--- src/hw/rx_status_defines.svh ---
`ifndef RX_STATUS_DEFINES_SVH
`define RX_STATUS_DEFINES_SVH

// ----------------------------------------------------------------
// register offsets
// ----------------------------------------------------------------
`define ADDR_PORT_SEL 8'h4c
`define ADDR_STS_ONE 8'h4d
`define ADDR_STS_TWO 8'h4e

// ----------------------------------------------------------------
// port-select fields
// ----------------------------------------------------------------
`define SEL_PHYS_BIT 6
`define SEL_READ_BIT 4
`define SEL_WEN_HI 1

// ----------------------------------------------------------------
// first status register fields
// ----------------------------------------------------------------
`define ONE_PORT_NUM 6
`define ONE_CRC 5
`define ONE_LOCK_CHG 4
`define ONE_SEQ 3
`define ONE_PARITY 2
`define ONE_PASS 1
`define ONE_LOCK 0

// ----------------------------------------------------------------
// second status register fields
// ----------------------------------------------------------------
`define TWO_LEN_UNST 7
`define TWO_LEN_CHG 6
`define TWO_ENC 5
`define TWO_BUF 4
`define TWO_IMG 3
`define TWO_FREQ 2
`define TWO_CABLE 1
`define TWO_CNT_CHG 0

// ----------------------------------------------------------------
// reset values and timing
// ----------------------------------------------------------------
`define SEL_RESET 8'h00
`define SEL_READ_RESET 1'b0
`define SEL_WEN_RESET 2'h0
`define STS_RESET 8'h00
`define RD_LATENCY 1

`endif

--- src/hw/rx_status_pkg.sv ---
package rx_status_pkg;
  // one register byte and one register address
  typedef logic [7:0] reg_byte_t;
  typedef logic [7:0] reg_addr_t;
  // sticky events of one port, bit order is the flag bank order
  typedef struct packed {
    logic len_unst;
    logic len_chg;
    logic enc;
    logic buf_ovf;
    logic cnt_chg;
    logic crc;
    logic lock_chg;
    logic seq;
  } event_set_t;
endpackage

--- src/hw/rx_port_if.sv ---
`timescale 1ns/1ns
`default_nettype none
// per-port carrier between the register hub and a port bank
interface rx_port_if;
  import rx_status_pkg::*;
  logic lock;
  logic pass;
  logic parity_over;
  logic cable_fault;
  logic frequency_stable_flag;
  logic image_err;
  event_set_t events;
  logic rd_one;
  logic rd_two;
  logic sel_port;
  reg_byte_t sts_one;
  reg_byte_t sts_two;
  modport hub (
    output lock, pass, parity_over, cable_fault, frequency_stable_flag, image_err,
    output events, rd_one, rd_two, sel_port,
    input sts_one, sts_two
  );
  modport bank (
    input lock, pass, parity_over, cable_fault, frequency_stable_flag, image_err,
    input events, rd_one, rd_two, sel_port,
    output sts_one, sts_two
  );
endinterface
`default_nettype wire

--- src/hw/rx_sticky_flags.sv ---
`timescale 1ns/1ns
`default_nettype none
// bank of sticky flags, set by hardware, cleared by a read strobe
module rx_sticky_flags #(
  parameter int W = 8
) (
  input wire logic core_clk_i,
  input wire logic rst_n_i,
  input wire logic [W-1:0] set_i,
  input wire logic [W-1:0] clr_i,
  output logic [W-1:0] flags_o
);
  logic [W-1:0] flags_q;
  logic [W-1:0] flags_d;

  if (W < 1)
  begin : g_chk
    $error("rx_sticky_flags needs W of at least 1");
  end

  // set beats clear so an event in the read cycle is kept for the next
  always_comb
  begin
    flags_d = set_i | (flags_q & ~clr_i);
  end

  always_ff @(posedge core_clk_i or negedge rst_n_i)
  begin
    if (!rst_n_i)
      flags_q <= '0;
    else
      flags_q <= flags_d;
  end

  assign flags_o = flags_q;

  AST_SET_WINS: assert property (
    @(posedge core_clk_i) disable iff (!rst_n_i)
    (set_i & clr_i) != '0 |=> (flags_q & $past(set_i & clr_i)) == $past(set_i & clr_i))
    else $error("flag lost when set and clear met");
  AST_CLEAR_ONLY: assert property (
    @(posedge core_clk_i) disable iff (!rst_n_i)
    (clr_i & ~set_i) != '0 |=> (flags_q & $past(clr_i & ~set_i)) == '0)
    else $error("flag survived a clear without a set");
endmodule // rx_sticky_flags
`default_nettype wire

--- src/hw/rx_port_bank.sv ---
`timescale 1ns/1ns
`default_nettype none
`include "rx_status_defines.svh"
// status pair of one receive port
module rx_port_bank (
  input wire logic core_clk_i,
  input wire logic rst_n_i,
  rx_port_if.bank port_io
);
  import rx_status_pkg::*;

  logic lock_prev_q;
  logic lock_prev_d;
  event_set_t set_w;
  event_set_t clr_w;
  event_set_t flags_w;

  // ----------------------------------------------------------------
  // lock history, one cycle behind the live lock level
  // ----------------------------------------------------------------
  always_comb
  begin
    lock_prev_d = port_io.lock;
  end

  always_ff @(posedge core_clk_i or negedge rst_n_i)
  begin
    if (!rst_n_i)
      lock_prev_q <= 1'b0;
    else
      lock_prev_q <= lock_prev_d;
  end

  // event sources and read clears of the sticky bank
  always_comb
  begin
    set_w = port_io.events;
    set_w.lock_chg = port_io.lock ^ lock_prev_q;
    clr_w.crc = port_io.rd_one;
    clr_w.lock_chg = port_io.rd_one;
    clr_w.seq = port_io.rd_one;
    clr_w.len_unst = port_io.rd_two;
    clr_w.len_chg = port_io.rd_two;
    clr_w.enc = port_io.rd_two;
    clr_w.buf_ovf = port_io.rd_two;
    clr_w.cnt_chg = port_io.rd_two;
  end

  rx_sticky_flags #(
    .W($bits(event_set_t))
  ) u_flags (
    .core_clk_i(core_clk_i),
    .rst_n_i(rst_n_i),
    .set_i(set_w),
    .clr_i(clr_w),
    .flags_o(flags_w)
  );

  // levels pass live, event bits come from the sticky bank
  always_comb
  begin
    port_io.sts_one = `STS_RESET;
    port_io.sts_one[`ONE_PORT_NUM] = port_io.sel_port;
    port_io.sts_one[`ONE_CRC] = flags_w.crc;
    port_io.sts_one[`ONE_LOCK_CHG] = flags_w.lock_chg;
    port_io.sts_one[`ONE_SEQ] = flags_w.seq;
    port_io.sts_one[`ONE_PARITY] = port_io.parity_over;
    port_io.sts_one[`ONE_PASS] = port_io.pass;
    port_io.sts_one[`ONE_LOCK] = port_io.lock;
    port_io.sts_two = `STS_RESET;
    port_io.sts_two[`TWO_LEN_UNST] = flags_w.len_unst;
    port_io.sts_two[`TWO_LEN_CHG] = flags_w.len_chg;
    port_io.sts_two[`TWO_ENC] = flags_w.enc;
    port_io.sts_two[`TWO_BUF] = flags_w.buf_ovf;
    port_io.sts_two[`TWO_IMG] = port_io.image_err;
    port_io.sts_two[`TWO_FREQ] = port_io.frequency_stable_flag;
    port_io.sts_two[`TWO_CABLE] = port_io.cable_fault;
    port_io.sts_two[`TWO_CNT_CHG] = flags_w.cnt_chg;
  end

  AST_LOCK_CHANGE_SETS: assert property (
    @(posedge core_clk_i) disable iff (!rst_n_i)
    $changed(port_io.lock) |=> port_io.sts_one[`ONE_LOCK_CHG])
    else $error("lock change not flagged");
  AST_CRC_CLEARS: assert property (
    @(posedge core_clk_i) disable iff (!rst_n_i)
    port_io.rd_one && !port_io.events.crc |=> !port_io.sts_one[`ONE_CRC])
    else $error("crc flag not cleared by read");
  AST_LEN_UNST_HOLDS: assert property (
    @(posedge core_clk_i) disable iff (!rst_n_i)
    port_io.sts_two[`TWO_LEN_UNST] && !port_io.rd_two |=> port_io.sts_two[`TWO_LEN_UNST])
    else $error("unstable line flag dropped without read");
endmodule // rx_port_bank
`default_nettype wire

--- src/hw/rx_port_status_registers.sv ---
`timescale 1ns/1ns
`default_nettype none
`include "rx_status_defines.svh"

// ----------------------------------------------------------------
// receive port status register pair, two ports behind one select
// ----------------------------------------------------------------

// Summary of operation
// - each status register exists per port; access reaches the selected copy
// - read-port bit of the select register picks port 0 or 1 for reads
// - first register bit 6 returns the selected read port number
// - first register bit 5 flags a control channel crc error, clears on read
// - first register bit 4 flags any lock change since last read, clears on read
// - first register bit 3 flags a control channel sequence error, clears on read
// - first register bit 2 is one while parity count exceeds threshold
// - parity flag ignores reads, drops only when the parity count no longer exceeds threshold
// - first register bit 1 shows live pass criteria status
// - first register bit 0 shows live receiver lock
// - second register bit 7 flags unequal line lengths, held until read
// - second register bit 6 flags a line length change, clears on read
// - second register bit 5 flags a link encoding error, clears on read
// - second register bit 4 flags packet buffer overflow, clears on read
// - second register bit 3 is a live image receive error summary
// - second register bit 1 shows cable fault: no link clock while expected
// - second register bit 0 flags a line count change, clears on read
module rx_port_status_registers #(
  parameter int NUM_PORTS = 2,
  parameter int PAR_CNT_W = 16
) (
  input wire logic core_clk_i,
  input wire logic rst_n_i,
  input wire rx_status_pkg::reg_addr_t reg_addr_i,
  input wire logic reg_rd_i,
  input wire logic reg_wr_i,
  input wire rx_status_pkg::reg_byte_t reg_wdata_i,
  output rx_status_pkg::reg_byte_t reg_rdata_o,
  output logic reg_rvalid_o,
  output logic read_port_o,
  output logic [1:0] write_enable_o,
  input wire logic [1:0] lock_i,
  input wire logic [1:0] pass_i,
  input wire logic [1:0] frequency_stable_flag_i,
  input wire logic [1:0] image_err_i,
  input wire logic [1:0] link_expected_i,
  input wire logic [1:0] link_clk_detect_i,
  input wire logic [1:0] crc_err_i,
  input wire logic [1:0] seq_err_i,
  input wire logic [1:0] enc_err_i,
  input wire logic [1:0] buf_ovf_i,
  input wire logic [1:0] len_unstable_i,
  input wire logic [1:0] len_chg_i,
  input wire logic [1:0] cnt_chg_i,
  input wire logic [1:0][PAR_CNT_W-1:0] parity_error_count_i,
  input wire logic [1:0][PAR_CNT_W-1:0] parity_threshold_setting_i
);
  import rx_status_pkg::*;

  // ----------------------------------------------------------------
  // elaboration checks
  // ----------------------------------------------------------------
  // the select field is a single bit, so exactly two ports are served
  if (NUM_PORTS != 2)
  begin : g_chk_ports
    $error("rx_port_status_registers serves exactly two ports");
  end
  if (PAR_CNT_W < 1)
  begin : g_chk_width
    $error("parity count width must be at least 1");
  end

  // ----------------------------------------------------------------
  // state and wiring
  // ----------------------------------------------------------------
  logic sel_q;
  logic sel_d;
  logic [1:0] wen_q;
  logic [1:0] wen_d;
  reg_byte_t rdata_q;
  reg_byte_t rdata_d;
  logic rvalid_q;
  logic rvalid_d;
  reg_byte_t sts_one_w [2];
  reg_byte_t sts_two_w [2];
  logic acc_sel_w;
  logic acc_one_w;
  logic acc_two_w;
  logic [1:0] par_over_w;

  // address decode, shared by reads and writes
  assign acc_sel_w = (reg_addr_i == `ADDR_PORT_SEL);
  assign acc_one_w = (reg_addr_i == `ADDR_STS_ONE);
  assign acc_two_w = (reg_addr_i == `ADDR_STS_TWO);

  rx_port_if port_if [2] ();

  // ----------------------------------------------------------------
  // per-port banks
  // ----------------------------------------------------------------
  for (genvar p = 0; p < 2; p++)
  begin : g_port
    // parity flag is a live compare; it falls only when the count no
    // longer exceeds the threshold, never because of a status read
    assign par_over_w[p] =
      parity_error_count_i[p] > parity_threshold_setting_i[p];
    assign port_if[p].lock = lock_i[p];
    assign port_if[p].pass = pass_i[p];
    assign port_if[p].parity_over = par_over_w[p];
    // fault only while the link is meant to run and no clock is seen
    assign port_if[p].cable_fault =
      link_expected_i[p] & ~link_clk_detect_i[p];
    assign port_if[p].frequency_stable_flag = frequency_stable_flag_i[p];
    assign port_if[p].image_err = image_err_i[p];
    assign port_if[p].events.len_unst = len_unstable_i[p];
    assign port_if[p].events.len_chg = len_chg_i[p];
    assign port_if[p].events.enc = enc_err_i[p];
    assign port_if[p].events.buf_ovf = buf_ovf_i[p];
    assign port_if[p].events.cnt_chg = cnt_chg_i[p];
    assign port_if[p].events.crc = crc_err_i[p];
    assign port_if[p].events.seq = seq_err_i[p];
    // lock change is derived inside the bank
    assign port_if[p].events.lock_chg = 1'b0;
    // only the copy of the selected port is cleared by a read
    assign port_if[p].rd_one =
      reg_rd_i && acc_one_w && (sel_q == 1'(p));
    assign port_if[p].rd_two =
      reg_rd_i && acc_two_w && (sel_q == 1'(p));
    assign port_if[p].sel_port = sel_q;
    assign sts_one_w[p] = port_if[p].sts_one;
    assign sts_two_w[p] = port_if[p].sts_two;

    rx_port_bank u_bank (
      .core_clk_i(core_clk_i),
      .rst_n_i(rst_n_i),
      .port_io(port_if[p])
    );
  end

  // ----------------------------------------------------------------
  // register access
  // ----------------------------------------------------------------
  // write and read decode; a read in the same cycle as a select write
  // still returns the port that was selected before the write
  always_comb
  begin
    sel_d = sel_q;
    wen_d = wen_q;
    rdata_d = rdata_q;
    rvalid_d = reg_rd_i;
    if (reg_wr_i && acc_sel_w)
    begin
      sel_d = reg_wdata_i[`SEL_READ_BIT];
      wen_d = reg_wdata_i[`SEL_WEN_HI:0];
    end
    if (reg_rd_i)
    begin
      case (1'b1)
        acc_sel_w:
        begin
          rdata_d = `SEL_RESET;
          // local access, so the physical port field reads zero
          rdata_d[`SEL_PHYS_BIT] = 1'b0;
          rdata_d[`SEL_READ_BIT] = sel_q;
          rdata_d[`SEL_WEN_HI:0] = wen_q;
        end
        acc_one_w:
        begin
          rdata_d = sts_one_w[sel_q];
        end
        acc_two_w:
        begin
          rdata_d = sts_two_w[sel_q];
        end
        default:
        begin
          rdata_d = 8'h00; // unmapped reads as zero
        end
      endcase
    end
  end

  always_ff @(posedge core_clk_i or negedge rst_n_i)
  begin
    if (!rst_n_i)
    begin
      sel_q <= `SEL_READ_RESET;
      wen_q <= `SEL_WEN_RESET;
      rdata_q <= `STS_RESET;
      rvalid_q <= 1'b0;
    end
    else
    begin
      sel_q <= sel_d;
      wen_q <= wen_d;
      rdata_q <= rdata_d;
      rvalid_q <= rvalid_d;
    end
  end

  // outputs straight from flip-flops
  assign reg_rdata_o = rdata_q;
  assign reg_rvalid_o = rvalid_q;
  assign read_port_o = sel_q;
  assign write_enable_o = wen_q;

  // ----------------------------------------------------------------
  // checks
  // ----------------------------------------------------------------
  // helpers: live levels and second register copy of the selected port
  logic sel_lock_w;
  logic sel_pass_w;
  logic sel_par_w;
  logic sel_cable_w;
  logic sel_img_w;
  reg_byte_t sel_two_w;
  assign sel_lock_w = lock_i[sel_q];
  assign sel_pass_w = pass_i[sel_q];
  assign sel_par_w = par_over_w[sel_q];
  assign sel_cable_w = link_expected_i[sel_q] & ~link_clk_detect_i[sel_q];
  assign sel_img_w = image_err_i[sel_q];
  assign sel_two_w = sts_two_w[sel_q];

  AST_RVALID_TIMING: assert property (
    @(posedge core_clk_i) disable iff (!rst_n_i)
    reg_rd_i |-> ##`RD_LATENCY reg_rvalid_o)
    else $error("read answer not one cycle after request");
  AST_SEL_FOLLOWS_WRITE: assert property (
    @(posedge core_clk_i) disable iff (!rst_n_i)
    reg_wr_i && acc_sel_w |=> read_port_o == $past(reg_wdata_i[`SEL_READ_BIT]))
    else $error("read port select not taken from write");
  AST_PORT_NUM: assert property (
    @(posedge core_clk_i) disable iff (!rst_n_i)
    reg_rd_i && acc_one_w |=> reg_rdata_o[`ONE_PORT_NUM] == $past(sel_q))
    else $error("port number bit differs from selected port");
  AST_LOCK_LEVEL: assert property (
    @(posedge core_clk_i) disable iff (!rst_n_i)
    reg_rd_i && acc_one_w |=> reg_rdata_o[`ONE_LOCK] == $past(sel_lock_w))
    else $error("lock bit wrong");
  AST_PASS_LEVEL: assert property (
    @(posedge core_clk_i) disable iff (!rst_n_i)
    reg_rd_i && acc_one_w |=> reg_rdata_o[`ONE_PASS] == $past(sel_pass_w))
    else $error("pass bit wrong");
  AST_PARITY_LEVEL: assert property (
    @(posedge core_clk_i) disable iff (!rst_n_i)
    reg_rd_i && acc_one_w |=> reg_rdata_o[`ONE_PARITY] == $past(sel_par_w))
    else $error("parity flag wrong");
  AST_PARITY_NO_RC: assert property (
    @(posedge core_clk_i) disable iff (!rst_n_i)
    reg_rd_i && acc_one_w && sel_par_w ##1 !reg_rd_i ##1 reg_rd_i && acc_one_w
    && $stable(parity_error_count_i) && sel_par_w
    |=> reg_rdata_o[`ONE_PARITY])
    else $error("parity flag cleared by read");
  AST_CABLE_LEVEL: assert property (
    @(posedge core_clk_i) disable iff (!rst_n_i)
    reg_rd_i && acc_two_w |=> reg_rdata_o[`TWO_CABLE] == $past(sel_cable_w))
    else $error("cable fault bit wrong");
  AST_IMAGE_LEVEL: assert property (
    @(posedge core_clk_i) disable iff (!rst_n_i)
    reg_rd_i && acc_two_w |=> reg_rdata_o[`TWO_IMG] == $past(sel_img_w))
    else $error("image error summary wrong");
  AST_COPY_SELECT: assert property (
    @(posedge core_clk_i) disable iff (!rst_n_i)
    reg_rd_i && acc_two_w |=> reg_rdata_o == $past(sel_two_w))
    else $error("second register not from selected port");
  AST_UNMAPPED_ZERO: assert property (
    @(posedge core_clk_i) disable iff (!rst_n_i)
    reg_rd_i && !acc_sel_w && !acc_one_w && !acc_two_w |=> reg_rdata_o == 8'h00)
    else $error("unmapped read not zero");

  // ----------------------------------------------------------------
  // select register and per-port copy checks
  // ----------------------------------------------------------------
  // an answer only ever follows a request, never a stray strobe
  AST_RVALID_ONLY_READ: assert property (
    @(posedge core_clk_i) disable iff (!rst_n_i)
    !reg_rd_i |=> !reg_rvalid_o)
    else $error("read answer without a request");
  // each write enable bit lands in its own place
  AST_WEN_FOLLOWS_WRITE: assert property (
    @(posedge core_clk_i) disable iff (!rst_n_i)
    reg_wr_i && acc_sel_w |=> write_enable_o == $past(reg_wdata_i[`SEL_WEN_HI:0]))
    else $error("write enables not taken from write");
  // without a select write both select fields hold
  AST_SEL_HOLDS: assert property (
    @(posedge core_clk_i) disable iff (!rst_n_i)
    !(reg_wr_i && acc_sel_w) |=> $stable(read_port_o) && $stable(write_enable_o))
    else $error("select fields moved without a write");
  // local access reads the physical port as zero and the old read port
  AST_SEL_READBACK: assert property (
    @(posedge core_clk_i) disable iff (!rst_n_i)
    reg_rd_i && acc_sel_w |=> !reg_rdata_o[`SEL_PHYS_BIT] && reg_rdata_o[`SEL_READ_BIT] == $past(sel_q))
    else $error("select readback wrong");
  // a read clears only the copy of the selected port
  AST_OTHER_ONE_KEPT: assert property (
    @(posedge core_clk_i) disable iff (!rst_n_i)
    reg_rd_i && acc_one_w && sel_q && sts_one_w[0][`ONE_CRC] |=> sts_one_w[0][`ONE_CRC])
    else $error("read of port 1 cleared port 0 flag");
  AST_OTHER_TWO_KEPT: assert property (
    @(posedge core_clk_i) disable iff (!rst_n_i)
    reg_rd_i && acc_two_w && !sel_q && sts_two_w[1][`TWO_CNT_CHG] |=> sts_two_w[1][`TWO_CNT_CHG])
    else $error("read of port 0 cleared port 1 flag");
endmodule // rx_port_status_registers
`default_nettype wire

--- config.mk ---
export PLATFORM = sky130hd
export DESIGN_NAME = rx_port_status_registers
export DESIGN_NICKNAME = d
export VERILOG_FILES = /design/src/hw/rx_status_pkg.sv /design/src/hw/rx_port_if.sv /design/src/hw/rx_sticky_flags.sv /design/src/hw/rx_port_bank.sv /design/src/hw/rx_port_status_registers.sv
export VERILOG_INCLUDE_DIRS = /design/src /design/src/hw
export SDC_FILE = /design/constraint.sdc
export NUM_CORES = 1
export LEC_CHECK = 0
export ABC_AREA = 1
export ABC_CLOCK_PERIOD_IN_PS = 1200
export BUFFER_PORTS_ARGS = -buffer_cell sky130_fd_sc_hd__buf_2
export CORE_AREA = 3 3 74 76
export CTS_BUF_LIST = sky130_fd_sc_hd__clkbuf_4 sky130_fd_sc_hd__clkbuf_8
export CTS_CLUSTER_DIAMETER = 200
export DETAILED_ROUTE_END_ITERATION = 10
export DIE_AREA = 0 0 77 79
export PLACE_DENSITY = 0.93
export SLEW_MARGIN = 40
export SYNTH_ARGS = -nofsm -noshare
export SYNTH_HDL_FRONTEND = slang
export SYNTH_SLANG_ARGS = --single-unit
--- constraint.sdc ---
create_clock -name core_clk_i -period 1.2 [get_ports core_clk_i]
set_input_delay 0.06 -clock core_clk_i [delete_from_list [all_inputs] [get_ports core_clk_i]]
set_output_delay 0.06 -clock core_clk_i [all_outputs]
set_load 0.005 [all_outputs]
==> impl_metrics.prom, run 1 <==
# TYPE chip_impl_metric gauge
chip_impl_metric{name="final_max_slew_viol_count",unit=""} 0
chip_impl_info{name="synth_area_leaders",value="dfrtp_1, ha_1, nand2_1, inv_1, o21bai_1"} 1
chip_impl_metric{name="syn_area",unit="µm²"} 2290
chip_impl_metric{name="hold_violation_count_in_the_final_report",unit=""} 0
chip_impl_metric{name="syn-mean-instance-area",unit="µm²"} 7.58
chip_impl_metric{name="post_synth_inst_count",unit=""} 302
chip_impl_metric{name="worst-slew-pin-transition",unit="ns"} 0.386
chip_impl_metric{name="grt_remaining_overflow",unit=""} 0
chip_impl_info{name="cts.root.buffer_cell",value="clkbuf_8"} 1
chip_impl_info{name="final_common_cell",value="buf_2"} 1
chip_impl_info{name="path_class",value="flop to flop"} 1
chip_impl_metric{name="vias_per_cell",unit=""} 4.85
chip_impl_metric{name="layout-drive-gt1-share",unit=""} 0.363
chip_impl_metric{name="detailed_place_hpwl",unit="mm"} 5.27
chip_impl_metric{name="global_route_usage_over_all_layers",unit=""} 0.216
chip_impl_metric{name="setup_slack_on_the_worst_flop_to_flop_path",unit="ns"} -0.02
chip_impl_metric{name="max_freq",unit="GHz"} 0.817
chip_impl_metric{name="io_pins",unit=""} 122
chip_impl_metric{name="num-fill-cells",unit=""} 358
chip_impl_metric{name="hold_ws",unit="ns"} 0.00445
chip_impl_metric{name="via_count_of_the_first_global_routing_pass",unit=""} 2568
chip_impl_metric{name="ys_seq_area_frac",unit=""} 0.328
chip_impl_info{name="status",value="finished with violations"} 1
chip_impl_metric{name="cts_htree_levels",unit=""} 2
chip_impl_metric{name="count_of_flip_flops_with_a_built_in_enable_after_synthesis",unit=""} 0
chip_impl_metric{name="reg2regPathDepth",unit=""} 7
chip_impl_metric{name="routabilityCongestion",unit=""} 0.796
chip_impl_metric{name="antenna_cells_inserted",unit=""} 0
chip_impl_metric{name="finalCritPeriodShare",unit=""} 1.02
chip_impl_metric{name="grt_start_max_net_pins",unit=""} 17
chip_impl_metric{name="vdd.ir_drop.worst",unit="mV"} 0.652
chip_impl_info{name="r2r_start",value="read_port_o"} 1
chip_impl_metric{name="floorplan.die_area",unit="µm²"} 6080
chip_impl_metric{name="detail_route.wl_per_cell",unit="µm"} 13.2
chip_impl_info{name="critical_path.startpoint_type",value="flop"} 1
chip_impl_metric{name="max_cap_violations",unit=""} 0
chip_impl_info{name="hold_path_class",value="primary input to flop"} 1
chip_impl_metric{name="cts_max_path_buffers",unit=""} 2
chip_impl_info{name="crit_slowest_cell",value="dfrtp_2"} 1
chip_impl_metric{name="number_of_remaining_drc_errors",unit=""} 0
chip_impl_metric{name="leakage_power",unit="nW"} 2.10
chip_impl_info{name="worstHoldStart",value="reg_wdata_i[1]"} 1
chip_impl_info{name="worst_setup_path_endpoint",value="reg_rdata_o[4]"} 1
chip_impl_metric{name="cp.buffers_inverters",unit=""} 2
chip_impl_info{name="synth.largest_area_cell",value="dfrtp_1"} 1
chip_impl_metric{name="clkSinkCount",unit=""} 30
chip_impl_info{name="worstReg2RegEnd",value="reg_rdata_o[4]"} 1
chip_impl_metric{name="core-area",unit="µm²"} 4790
chip_impl_metric{name="die_h",unit="µm"} 79
chip_impl_info{name="most-common-layout-cells",value="buf_2, nand2_1, inv_1"} 1
chip_impl_metric{name="layout.nets",unit=""} 601
chip_impl_metric{name="finalWirelength",unit="mm"} 6.98
chip_impl_metric{name="crit_cells",unit=""} 7
chip_impl_info{name="rsz_0062_raised_after_global_routing",value="yes"} 1
chip_impl_info{name="critical_path.top_delay_family",value="flip-flops"} 1
chip_impl_metric{name="synth_cell_types",unit=""} 31
chip_impl_metric{name="crit_arrival",unit="ns"} 1.44
chip_impl_metric{name="grt_antenna_before_repair",unit=""} 0
chip_impl_metric{name="drtIter0Drc",unit=""} 70
chip_impl_metric{name="cts_buffers",unit=""} 5
chip_impl_metric{name="finalClockSkew",unit="ns"} 0.00814
chip_impl_metric{name="fp.dieW",unit="µm"} 77
chip_impl_metric{name="via_count",unit=""} 2558
chip_impl_metric{name="initial_utilization",unit=""} 0.478
chip_impl_metric{name="mappedNetlistNets",unit=""} 444
chip_impl_metric{name="critical-path-max-stage-delay",unit="ns"} 0.44
chip_impl_metric{name="grt_first_pass_wirelength",unit="mm"} 10.6
chip_impl_metric{name="number_of_nets_with_antenna_violations_after_routing",unit=""} 0
chip_impl_metric{name="tns",unit="ns"} -0.0542
chip_impl_metric{name="placementRows",unit=""} 25
chip_impl_metric{name="ys_seq_elements",unit=""} 30
chip_impl_metric{name="layout.cells.non_filler",unit=""} 527
chip_impl_metric{name="synth_top_cell_area_share",unit=""} 0.328
chip_impl_info{name="tritoncts",value="built"} 1
chip_impl_metric{name="flow.area_growth_from_synthesis",unit="%"} 50.4
chip_impl_metric{name="post-route-min-period",unit="ns"} 1.22
chip_impl_metric{name="yosysWarningCount",unit=""} 0
chip_impl_metric{name="report.final.setup_viol",unit=""} 3
chip_impl_metric{name="final_critical_path_setup_slack",unit="ns"} -0.0237
chip_impl_metric{name="worst-path-max-fanout",unit=""} 8
chip_impl_metric{name="clock_latency_at_the_later_pin_of_the_worst_skew_pair",unit="ns"} 0.28
chip_impl_info{name="dominantRegCellSynth",value="dfrtp_1"} 1
chip_impl_metric{name="cts.reportedPaths.clkPinSlew",unit="ns"} 0.06
chip_impl_metric{name="p_per_area",unit="nW/µm²"} 747
chip_impl_info{name="critical_path.endpoint_type",value="flop"} 1
chip_impl_metric{name="first_pass_iters",unit=""} 4
chip_impl_info{name="startpoint",value="read_port_o"} 1
chip_impl_metric{name="wp_data_required",unit="ns"} 1.41
chip_impl_info{name="violations_in_the_final_reports",value="negative setup slack"} 1
chip_impl_metric{name="relSlewSlack",unit=""} 0.743
chip_impl_metric{name="numPortBuffers",unit=""} 116
chip_impl_metric{name="async_reset_ff_frac",unit=""} 1.00
chip_impl_metric{name="numPlacedInstances",unit=""} 492
chip_impl_info{name="crit_path_cell_trace",value="buf_8 > buf_8 > nor2_4 > a21oi_2 > o21ai_1 > a21oi_1 > o21ai_1"} 1
flip-flops by register name, indices dropped and copies added (netlist names):
signal	cells
g_port.u_bank.lock_prev_q	2
g_port.u_bank.u_flags.flags_o	16
read_port_o	1
reg_rdata_o	8
reg_rvalid_o	1
write_enable_o	2
layout make-up:
class,count,area [µm²],share of cell area
clock buffer,7,90.1,0.0262
clock inverter,1,5.00,0.00145
inverter,65,248,0.0719
multi-input combinational,203,1310,0.379
sequential,30,752,0.218
tap,67,83.8,0.0243
timing repair buffer,154,961,0.279
what timing repair did:
action | CTS | global route
hold buffers | 18 | 0
endpoints found under the hold margin | 45 | 0
pin swaps | 0 | 5
cloned | 0 | 0
setup endpoints to repair | 2 | 20
setup buffers | 1 | 8
gates resized for setup | 4 | 21
worst reg2reg max path: cells and delay by family, from the launching register on:
kind                   cells  cell delay (ns)
AO/OA/AOI/OAI              4             0.37
buffers and inverters      2             0.28
flip-flops                 1             0.44
AND/OR/NAND/NOR            1             0.08
metrics by stage:
| step | instance area, µm² | total power, mW | utilization | worst slack [ns] |
|---|---|---|---|---|
| global placement | 3030 | 1.59 | 0.634 | -0.0708 |
| detailed placement | 3030 | 1.63 | 0.634 | -0.156 |
| floorplan | 2290 | 1.33 | - | 0.0758 |
| global route | 3440 | 2.70 | 0.720 | -0.0824 |
| CTS | 3330 | 2.54 | 0.695 | -0.0312 |
| finish | 3440 | 2.57 | 0.720 | -0.0237 |
synth_stat cells (all sizes together), types with 4 or more instances:
master / instances
o21ai: 17
inv: 65
buf: 4
o21bai: 14
a21oi: 19
nand2: 71
nor3: 4
dfrtp: 30
ha: 32
nor2: 27
per-layer routing:
metal	vias up	track usage	wire length, µm
met4	0	0.0534	157
met1	1161	0.229	2490
met3	19	0.0499	506
met2	104	0.429	3820
li1	1274	-	-
met5	-	0	0
how the worst min path moves through the flow:
stage                                                      to  slack, ns  cells past startpoint
after floorplan                  g_port[0].u_bank.lock_prev_q      -0.24                      0
after global placement    g_port[0].u_bank.u_flags.flags_o[7]      -0.02                      1
after detailed placement  g_port[0].u_bank.u_flags.flags_o[7]    -0.0009                      1
after CTS                                   write_enable_o[1]     0.0006                      2
after global routing                        write_enable_o[1]       0.02                      2
final                                       write_enable_o[1]      0.004                      2
cells by family (layout without fill, tap and decap cells):
family	count (synthesis)	count (layout)	synth area share
adder cells (fa/ha/maj)	32	32	0.175
AO/OA/AOI/OAI	59	59	0.155
AND/OR/NAND/NOR	107	107	0.198
buffers and inverters	69	227	0.119
XOR/XNOR	2	2	0.00765
multiplexers	3	3	0.0175
flip-flops	30	30	0.328
power by group:
part / internal, mW / switching [mW] / total, mW
combinational: 0.367 / 0.308 / 0.675
clock: 0.484 / 0.376 / 0.861
sequential: 1.03 / 0.0111 / 1.04
Power figures use the tool's default switching activity.
==> run 2: changes to the inputs <==
--- a/config.mk
+++ b/config.mk
@@ -8,13 +8,14 @@
 export LEC_CHECK = 0
 export ABC_AREA = 1
 export ABC_CLOCK_PERIOD_IN_PS = 1200
-export BUFFER_PORTS_ARGS = -buffer_cell sky130_fd_sc_hd__buf_2
 export CORE_AREA = 3 3 74 76
 export CTS_BUF_LIST = sky130_fd_sc_hd__clkbuf_4 sky130_fd_sc_hd__clkbuf_8
 export CTS_CLUSTER_DIAMETER = 200
 export DETAILED_ROUTE_END_ITERATION = 10
 export DIE_AREA = 0 0 77 79
-export PLACE_DENSITY = 0.93
+export DONT_BUFFER_PORTS = 1
+export PLACE_DENSITY = 0.72
+export REMOVE_ABC_BUFFERS = 1
 export SLEW_MARGIN = 40
 export SYNTH_ARGS = -nofsm -noshare
 export SYNTH_HDL_FRONTEND = slang
==> impl_metrics.prom, run 2 (synthesized netlist as in run 1, its figures left out) <==
# TYPE chip_impl_metric gauge
chip_impl_info{name="status",value="finished with violations"} 1
chip_impl_info{name="violations_in_the_final_reports",value="negative setup slack"} 1
chip_impl_metric{name="layout-drive-gt1-share",unit=""} 0.0952
chip_impl_metric{name="numPortBuffers",unit=""} 0
chip_impl_info{name="startpoint",value="read_port_o"} 1
chip_impl_metric{name="clock_latency_at_the_later_pin_of_the_worst_skew_pair",unit="ns"} 0.29
chip_impl_info{name="most-common-layout-cells",value="nand2_1, inv_1, ha_1"} 1
chip_impl_metric{name="crit_arrival",unit="ns"} 1.43
chip_impl_info{name="worstReg2RegEnd",value="reg_rdata_o[4]"} 1
chip_impl_metric{name="reg2regPathDepth",unit=""} 6
chip_impl_metric{name="relSlewSlack",unit=""} 0.819
chip_impl_info{name="critical_path.startpoint_type",value="flop"} 1
chip_impl_metric{name="finalClockSkew",unit="ns"} 0.00263
chip_impl_metric{name="number_of_post_cts_setup_repair_buffers",unit=""} 0
chip_impl_metric{name="via_count",unit=""} 2038
chip_impl_metric{name="die_h",unit="µm"} 79
chip_impl_metric{name="routabilityCongestion",unit=""} 0.764
chip_impl_metric{name="global_route.usage.met2",unit=""} 0.333
chip_impl_metric{name="worst-slew-pin-transition",unit="ns"} 0.270
chip_impl_metric{name="wp_data_required",unit="ns"} 1.37
chip_impl_metric{name="placementRows",unit=""} 25
chip_impl_info{name="cts.root.buffer_cell",value="clkbuf_8"} 1
chip_impl_info{name="worst_setup_path_endpoint",value="reg_rdata_o[4]"} 1
chip_impl_metric{name="hold_ws",unit="ns"} 0.0159
chip_impl_metric{name="groute.layer.met1.usage",unit=""} 0.190
chip_impl_metric{name="grt_remaining_overflow",unit=""} 0
chip_impl_metric{name="vdd.ir_drop.worst",unit="mV"} 0.833
chip_impl_metric{name="flow.area_growth_from_synthesis",unit="%"} 20.7
chip_impl_metric{name="max_cap_violations",unit=""} 0
chip_impl_metric{name="post-place-ws",unit="ns"} -0.0384
chip_impl_metric{name="final_critical_path_setup_slack",unit="ns"} -0.0599
chip_impl_metric{name="antenna_cells_inserted",unit=""} 0
chip_impl_info{name="critical_path.endpoint_type",value="flop"} 1
chip_impl_metric{name="drtIter0Drc",unit=""} 59
chip_impl_metric{name="finalCritPeriodShare",unit=""} 1.05
chip_impl_metric{name="detailed_place_hpwl",unit="mm"} 4.27
chip_impl_metric{name="core-area",unit="µm²"} 4790
chip_impl_metric{name="layout.nets",unit=""} 477
chip_impl_metric{name="leakage_power",unit="nW"} 1.60
chip_impl_metric{name="grt_start_max_net_pins",unit=""} 31
chip_impl_metric{name="floorplan.die_area",unit="µm²"} 6080
chip_impl_metric{name="global_route_usage_over_all_layers",unit=""} 0.181
chip_impl_info{name="hold_path_class",value="primary input to flop"} 1
chip_impl_metric{name="final_max_slew_viol_count",unit=""} 0
chip_impl_metric{name="largest_register_ff_count",unit=""} 16
chip_impl_info{name="tritoncts",value="built"} 1
chip_impl_metric{name="cts.reportedPaths.clkPinSlew",unit="ns"} 0.06
chip_impl_metric{name="setup_slack_on_the_worst_flop_to_flop_path",unit="ns"} -0.06
chip_impl_metric{name="number_of_remaining_drc_errors",unit=""} 0
chip_impl_metric{name="initial_utilization",unit=""} 0.478
chip_impl_metric{name="worst-path-max-fanout",unit=""} 19
chip_impl_info{name="rsz_0062_raised_after_global_routing",value="yes"} 1
chip_impl_metric{name="first_pass_iters",unit=""} 4
chip_impl_metric{name="clkSinkCount",unit=""} 30
chip_impl_metric{name="detail_route.wl_per_cell",unit="µm"} 13.6
chip_impl_metric{name="cts_buffers",unit=""} 5
chip_impl_metric{name="report.final.setup_viol",unit=""} 1
chip_impl_metric{name="cts_max_path_buffers",unit=""} 2
chip_impl_metric{name="hold_violation_count_in_the_final_report",unit=""} 0
chip_impl_metric{name="grt_first_pass_wirelength",unit="mm"} 8.76
chip_impl_metric{name="globalRouteMet3Util",unit=""} 0.0669
chip_impl_info{name="grt-busiest-layer",value="met2"} 1
chip_impl_metric{name="grt_antenna_before_repair",unit=""} 0
chip_impl_metric{name="max_freq",unit="GHz"} 0.794
chip_impl_metric{name="fp.dieW",unit="µm"} 77
chip_impl_info{name="path_class",value="flop to flop"} 1
chip_impl_metric{name="vias_per_cell",unit=""} 5.06
chip_impl_info{name="r2r_start",value="read_port_o"} 1
chip_impl_metric{name="number_of_nets_with_antenna_violations_after_routing",unit=""} 0
chip_impl_info{name="final_common_cell",value="nand2_1"} 1
chip_impl_metric{name="finalWirelength",unit="mm"} 5.47
chip_impl_metric{name="io_pins",unit=""} 122
chip_impl_metric{name="via_count_of_the_first_global_routing_pass",unit=""} 2064
chip_impl_metric{name="cts_htree_levels",unit=""} 2
chip_impl_metric{name="p_per_area",unit="nW/µm²"} 840
chip_impl_info{name="worstHoldStart",value="reg_rd_i"} 1
chip_impl_metric{name="post-route-min-period",unit="ns"} 1.26
[run 2: changes by cell type in the layout (fill, tap and decap cells not counted), moves of 2 or more]
cell / delta
o21ai_1: -2
buf_4: -11
buf_2: -115
o21ai_0: +2
buf_6: -2
buf_8: -2
dlygate4sd3_1: +6
[run 2: repair_timing]
| item | in CTS | in global routing |
|---|---|---|
| resized for setup | 4 | 3 |
| setup endpoints to repair | 4 | 6 |
| hold buffers | 25 | 0 |
| endpoints found under the hold margin | 55 | 0 |
[run 2: cell type report]
class / count / area [µm²]
clock buffers: 7 / 90.1
clock inverters: 1 / 5.00
fillers: 459 / 2020
inverters: 65 / 246
multi-input cells: 203 / 1280
flip-flops and latches: 30 / 752
well taps: 67 / 83.8
repair buffers: 30 / 310
[run 2: worst min path at each step]
stage                                     endpoint  depth (start not counted)  slack (ns)
3_5_place_dp   g_port[1].u_bank.u_flags.flags_o[0]                          0       -0.24
5_1_grt                             reg_rdata_o[7]                          2        0.02
3_3_place_gp   g_port[1].u_bank.u_flags.flags_o[2]                          0       -0.23
4_1_cts                          write_enable_o[1]                          2        0.01
2_1_floorplan         g_port[0].u_bank.lock_prev_q                          0       -0.24
6_report                            reg_rdata_o[7]                          3        0.02
[run 2: where the power goes]
group          switching (mW)  internal (mW)  leakage (nW)
registers              0.0141           1.03         0.321
clock network           0.374          0.484        0.0517
logic                   0.213          0.210          1.22
[run 2: per-stage QoR]
stage	area [µm²]	setup TNS [ns]	utilization	instances	power [mW]
after floorplan	2260	-2.07	-	298	1.32
after global placement	2390	-0.0373	0.500	370	1.38
after detailed placement	2390	-0.0608	0.500	370	1.39
after CTS	2750	0	0.575	403	2.33
after global routing	2760	-0.265	0.578	403	2.45
final	2760	-0.0599	0.578	403	2.32
[run 2: layer usage]
layer  vias up  part of all wire
met5         -                 0
met4         0             0.018
met3        15             0.085
met2        80              0.51
met1       920              0.39
li1       1023                 -
[run 2: worst max-delay path, cell delays in order, from the launching register on]
cell     delay [ns]
dfrtp_2        0.43
buf_12         0.17
nor2_2         0.05
a21oi_1        0.16
o21ai_1        0.10
a21oi_1        0.13
o21ai_1        0.08
==> run 3: changes to the inputs <==
--- a/config.mk
+++ b/config.mk
@@ -8,13 +8,13 @@
 export LEC_CHECK = 0
 export ABC_AREA = 1
 export ABC_CLOCK_PERIOD_IN_PS = 1200
-export CORE_AREA = 3 3 74 76
+export CORE_AREA = 3 3 69 71
 export CTS_BUF_LIST = sky130_fd_sc_hd__clkbuf_4 sky130_fd_sc_hd__clkbuf_8
 export CTS_CLUSTER_DIAMETER = 200
 export DETAILED_ROUTE_END_ITERATION = 10
-export DIE_AREA = 0 0 77 79
+export DIE_AREA = 0 0 72 74
 export DONT_BUFFER_PORTS = 1
-export PLACE_DENSITY = 0.72
+export PLACE_DENSITY = 0.8
 export REMOVE_ABC_BUFFERS = 1
 export SLEW_MARGIN = 40
 export SYNTH_ARGS = -nofsm -noshare
==> impl_metrics.prom, run 3 (synthesized netlist as in run 1, its figures left out) <==
# TYPE chip_impl_metric gauge
chip_impl_metric{name="num-fill-cells",unit=""} 358
chip_impl_metric{name="grt_first_pass_wirelength",unit="mm"} 8.09
chip_impl_metric{name="fp.dieW",unit="µm"} 72
chip_impl_metric{name="worst-path-max-fanout",unit=""} 15
chip_impl_metric{name="vias_per_cell",unit=""} 5.26
chip_impl_metric{name="core-area",unit="µm²"} 4290
chip_impl_info{name="status",value="finished, final reports clean"} 1
chip_impl_metric{name="clkSinkCount",unit=""} 30
chip_impl_metric{name="io_pins",unit=""} 122
chip_impl_metric{name="hold_ws",unit="ns"} 0.0281
chip_impl_metric{name="grt_antenna_before_repair",unit=""} 0
chip_impl_metric{name="hold_violation_count_in_the_final_report",unit=""} 0
chip_impl_metric{name="die_h",unit="µm"} 74
chip_impl_metric{name="finalWirelength",unit="mm"} 5.26
chip_impl_metric{name="post-place-ws",unit="ns"} -0.0903
chip_impl_metric{name="max_cap_violations",unit=""} 0
chip_impl_metric{name="critical-path-max-stage-delay",unit="ns"} 0.45
chip_impl_metric{name="via_count_of_the_first_global_routing_pass",unit=""} 1911
chip_impl_metric{name="register_area",unit="µm²"} 752
chip_impl_metric{name="detailed_place_hpwl",unit="mm"} 4.17
chip_impl_metric{name="leakage_power",unit="nW"} 1.59
chip_impl_metric{name="multiInputGateArea",unit="µm²"} 1270
chip_impl_metric{name="clock_latency_at_the_later_pin_of_the_worst_skew_pair",unit="ns"} 0.28
chip_impl_metric{name="vdd.ir_drop.worst",unit="mV"} 0.756
chip_impl_metric{name="grt_start_max_net_pins",unit=""} 31
chip_impl_metric{name="placementRows",unit=""} 24
chip_impl_info{name="final_common_cell",value="nand2_1"} 1
chip_impl_metric{name="largest_register_ff_count",unit=""} 16
chip_impl_metric{name="number_of_remaining_drc_errors",unit=""} 0
chip_impl_metric{name="antenna_cells_inserted",unit=""} 0
chip_impl_metric{name="place_area",unit="µm²"} 2370
chip_impl_metric{name="first_pass_iters",unit=""} 4
chip_impl_metric{name="cts_htree_levels",unit=""} 2
chip_impl_metric{name="post-route-min-period",unit="ns"} 1.18
chip_impl_metric{name="final_critical_path_setup_slack",unit="ns"} 0.0161
chip_impl_metric{name="initial_utilization",unit=""} 0.533
chip_impl_metric{name="report.final.setup_viol",unit=""} 0
chip_impl_metric{name="number_of_nets_with_antenna_violations_after_routing",unit=""} 0
chip_impl_info{name="critical_path.endpoint_type",value="flop"} 1
chip_impl_metric{name="final_max_slew_viol_count",unit=""} 0
chip_impl_metric{name="layout.nets",unit=""} 479
chip_impl_metric{name="cts.reportedPaths.clkPinSlew",unit="ns"} 0.06
chip_impl_metric{name="cts_buffers",unit=""} 5
chip_impl_info{name="tritoncts",value="built"} 1
chip_impl_info{name="most-common-layout-cells",value="nand2_1, inv_1, ha_1"} 1
chip_impl_metric{name="finalClockSkew",unit="ns"} 0.00592
chip_impl_metric{name="finalCritPeriodShare",unit=""} 0.987
chip_impl_metric{name="cts_max_path_buffers",unit=""} 2
chip_impl_metric{name="numPortBuffers",unit=""} 0
chip_impl_metric{name="final_design_area_no_fill",unit="µm²"} 2740
chip_impl_info{name="rsz_0062_raised_after_global_routing",value="yes"} 1
chip_impl_metric{name="global_route_usage_over_all_layers",unit=""} 0.195
chip_impl_metric{name="via_count",unit=""} 2040
chip_impl_metric{name="detail_route.wl_per_cell",unit="µm"} 13.6
chip_impl_metric{name="layout-drive-gt1-share",unit=""} 0.0952
chip_impl_info{name="hold_path_class",value="primary input to flop"} 1
chip_impl_info{name="crit_slowest_cell",value="dfrtp_2"} 1
chip_impl_metric{name="p_per_area",unit="nW/µm²"} 826
chip_impl_info{name="path_class",value="flop to flop"} 1
chip_impl_info{name="cts.root.buffer_cell",value="clkbuf_8"} 1
chip_impl_info{name="crit_path_cell_trace",value="buf_12 > nor3_1 > o21ai_0"} 1
chip_impl_metric{name="tns",unit="ns"} 0
chip_impl_metric{name="worst-slew-pin-transition",unit="ns"} 0.379
chip_impl_metric{name="flow.area_growth_from_synthesis",unit="%"} 19.5
chip_impl_info{name="critical_path.startpoint_type",value="flop"} 1
chip_impl_metric{name="relSlewSlack",unit=""} 0.747
chip_impl_metric{name="max_freq",unit="GHz"} 0.845
chip_impl_metric{name="grt_remaining_overflow",unit=""} 0
chip_impl_metric{name="floorplan.die_area",unit="µm²"} 5330
chip_impl_metric{name="routabilityCongestion",unit=""} 0.876
chip_impl_metric{name="crit_arrival",unit="ns"} 1.33
chip_impl_metric{name="drtIter0Drc",unit=""} 77
chip_impl_metric{name="totalPowerFinal",unit="mW"} 2.26
chip_impl_metric{name="wp_data_required",unit="ns"} 1.34
-- run 3: cell types whose count changed in the layout (fill, tap and decap cells not counted) --
cell / delta
nand2_2: +1
nor2_2: -2
nor3_2: -1
nor2_1: +2
clkinv_2: -1
clkbuf_4: -1
nand2_1: -1
buf_4: +4
dlygate4sd3_1: -2
nor3_1: +1
-- run 3: critical path, delay by kind of cell (launching register included) --
family,cells,cell delay [ns]
flip-flops,1,0.45
buffers and inverters,1,0.16
AND/OR/NAND/NOR,1,0.31
AO/OA/AOI/OAI,1,0.13
-- run 3: area by class of cell --
type / instances / area share
clock buffers: 6 / 0.0302
inverters: 65 / 0.0901
multi-input cells: 203 / 0.464
flip-flops and latches: 30 / 0.275
well taps: 52 / 0.0238
repair buffers: 32 / 0.117
-- run 3: timing repair --
item,in CTS,in global routing
resized for setup,3,2
buffers inserted,4,1
endpoints found under the hold margin,55,0
setup endpoints to repair,4,10
pin swaps,0,1
hold buffers,23,0
-- run 3: path summary, 6_finish.rpt --
path / start / endpoint / slack, ns / depth (start not counted)
worst max-delay path: read_port_o / g_port[0].u_bank.u_flags.flags_o[1] / 0.02 / 3
worst min-delay path: reg_rd_i / reg_rdata_o[7] / 0.03 / 2
worst max register to register: read_port_o / g_port[0].u_bank.u_flags.flags_o[1] / 0.02 / 3
worst min register to register: g_port[0].u_bank.lock_prev_q / g_port[0].u_bank.u_flags.flags_o[1] / 0.51 / 2
max in group asynchronous: rst_n_i / read_port_o / 0.80 / 2
min in group asynchronous: rst_n_i / g_port[1].u_bank.u_flags.flags_o[2] / 0.22 / 2
-- run 3: metal layers --
metal	vias to the layer above	global-route usage	wire length, µm
met2	94	0.363	2700
met1	912	0.221	2050
li1	1022	-	-
met3	12	0.0473	402
met5	-	0	0
met4	0	0.0626	114
-- run 3: metrics by stage --
step | cells | utilization
3_5_place_dp | 354 | 0.552
2_1_floorplan | 298 | -
5_1_grt | 388 | 0.637
4_1_cts | 387 | 0.635
6_report | 388 | 0.637
3_3_place_gp | 354 | 0.552
-- run 3: power breakdown --
group          total (mW)  internal (mW)  switching (mW)
sequential           1.04           1.03          0.0144
clock               0.782          0.441           0.341
combinational       0.436          0.220           0.216
total                2.26           1.69           0.572
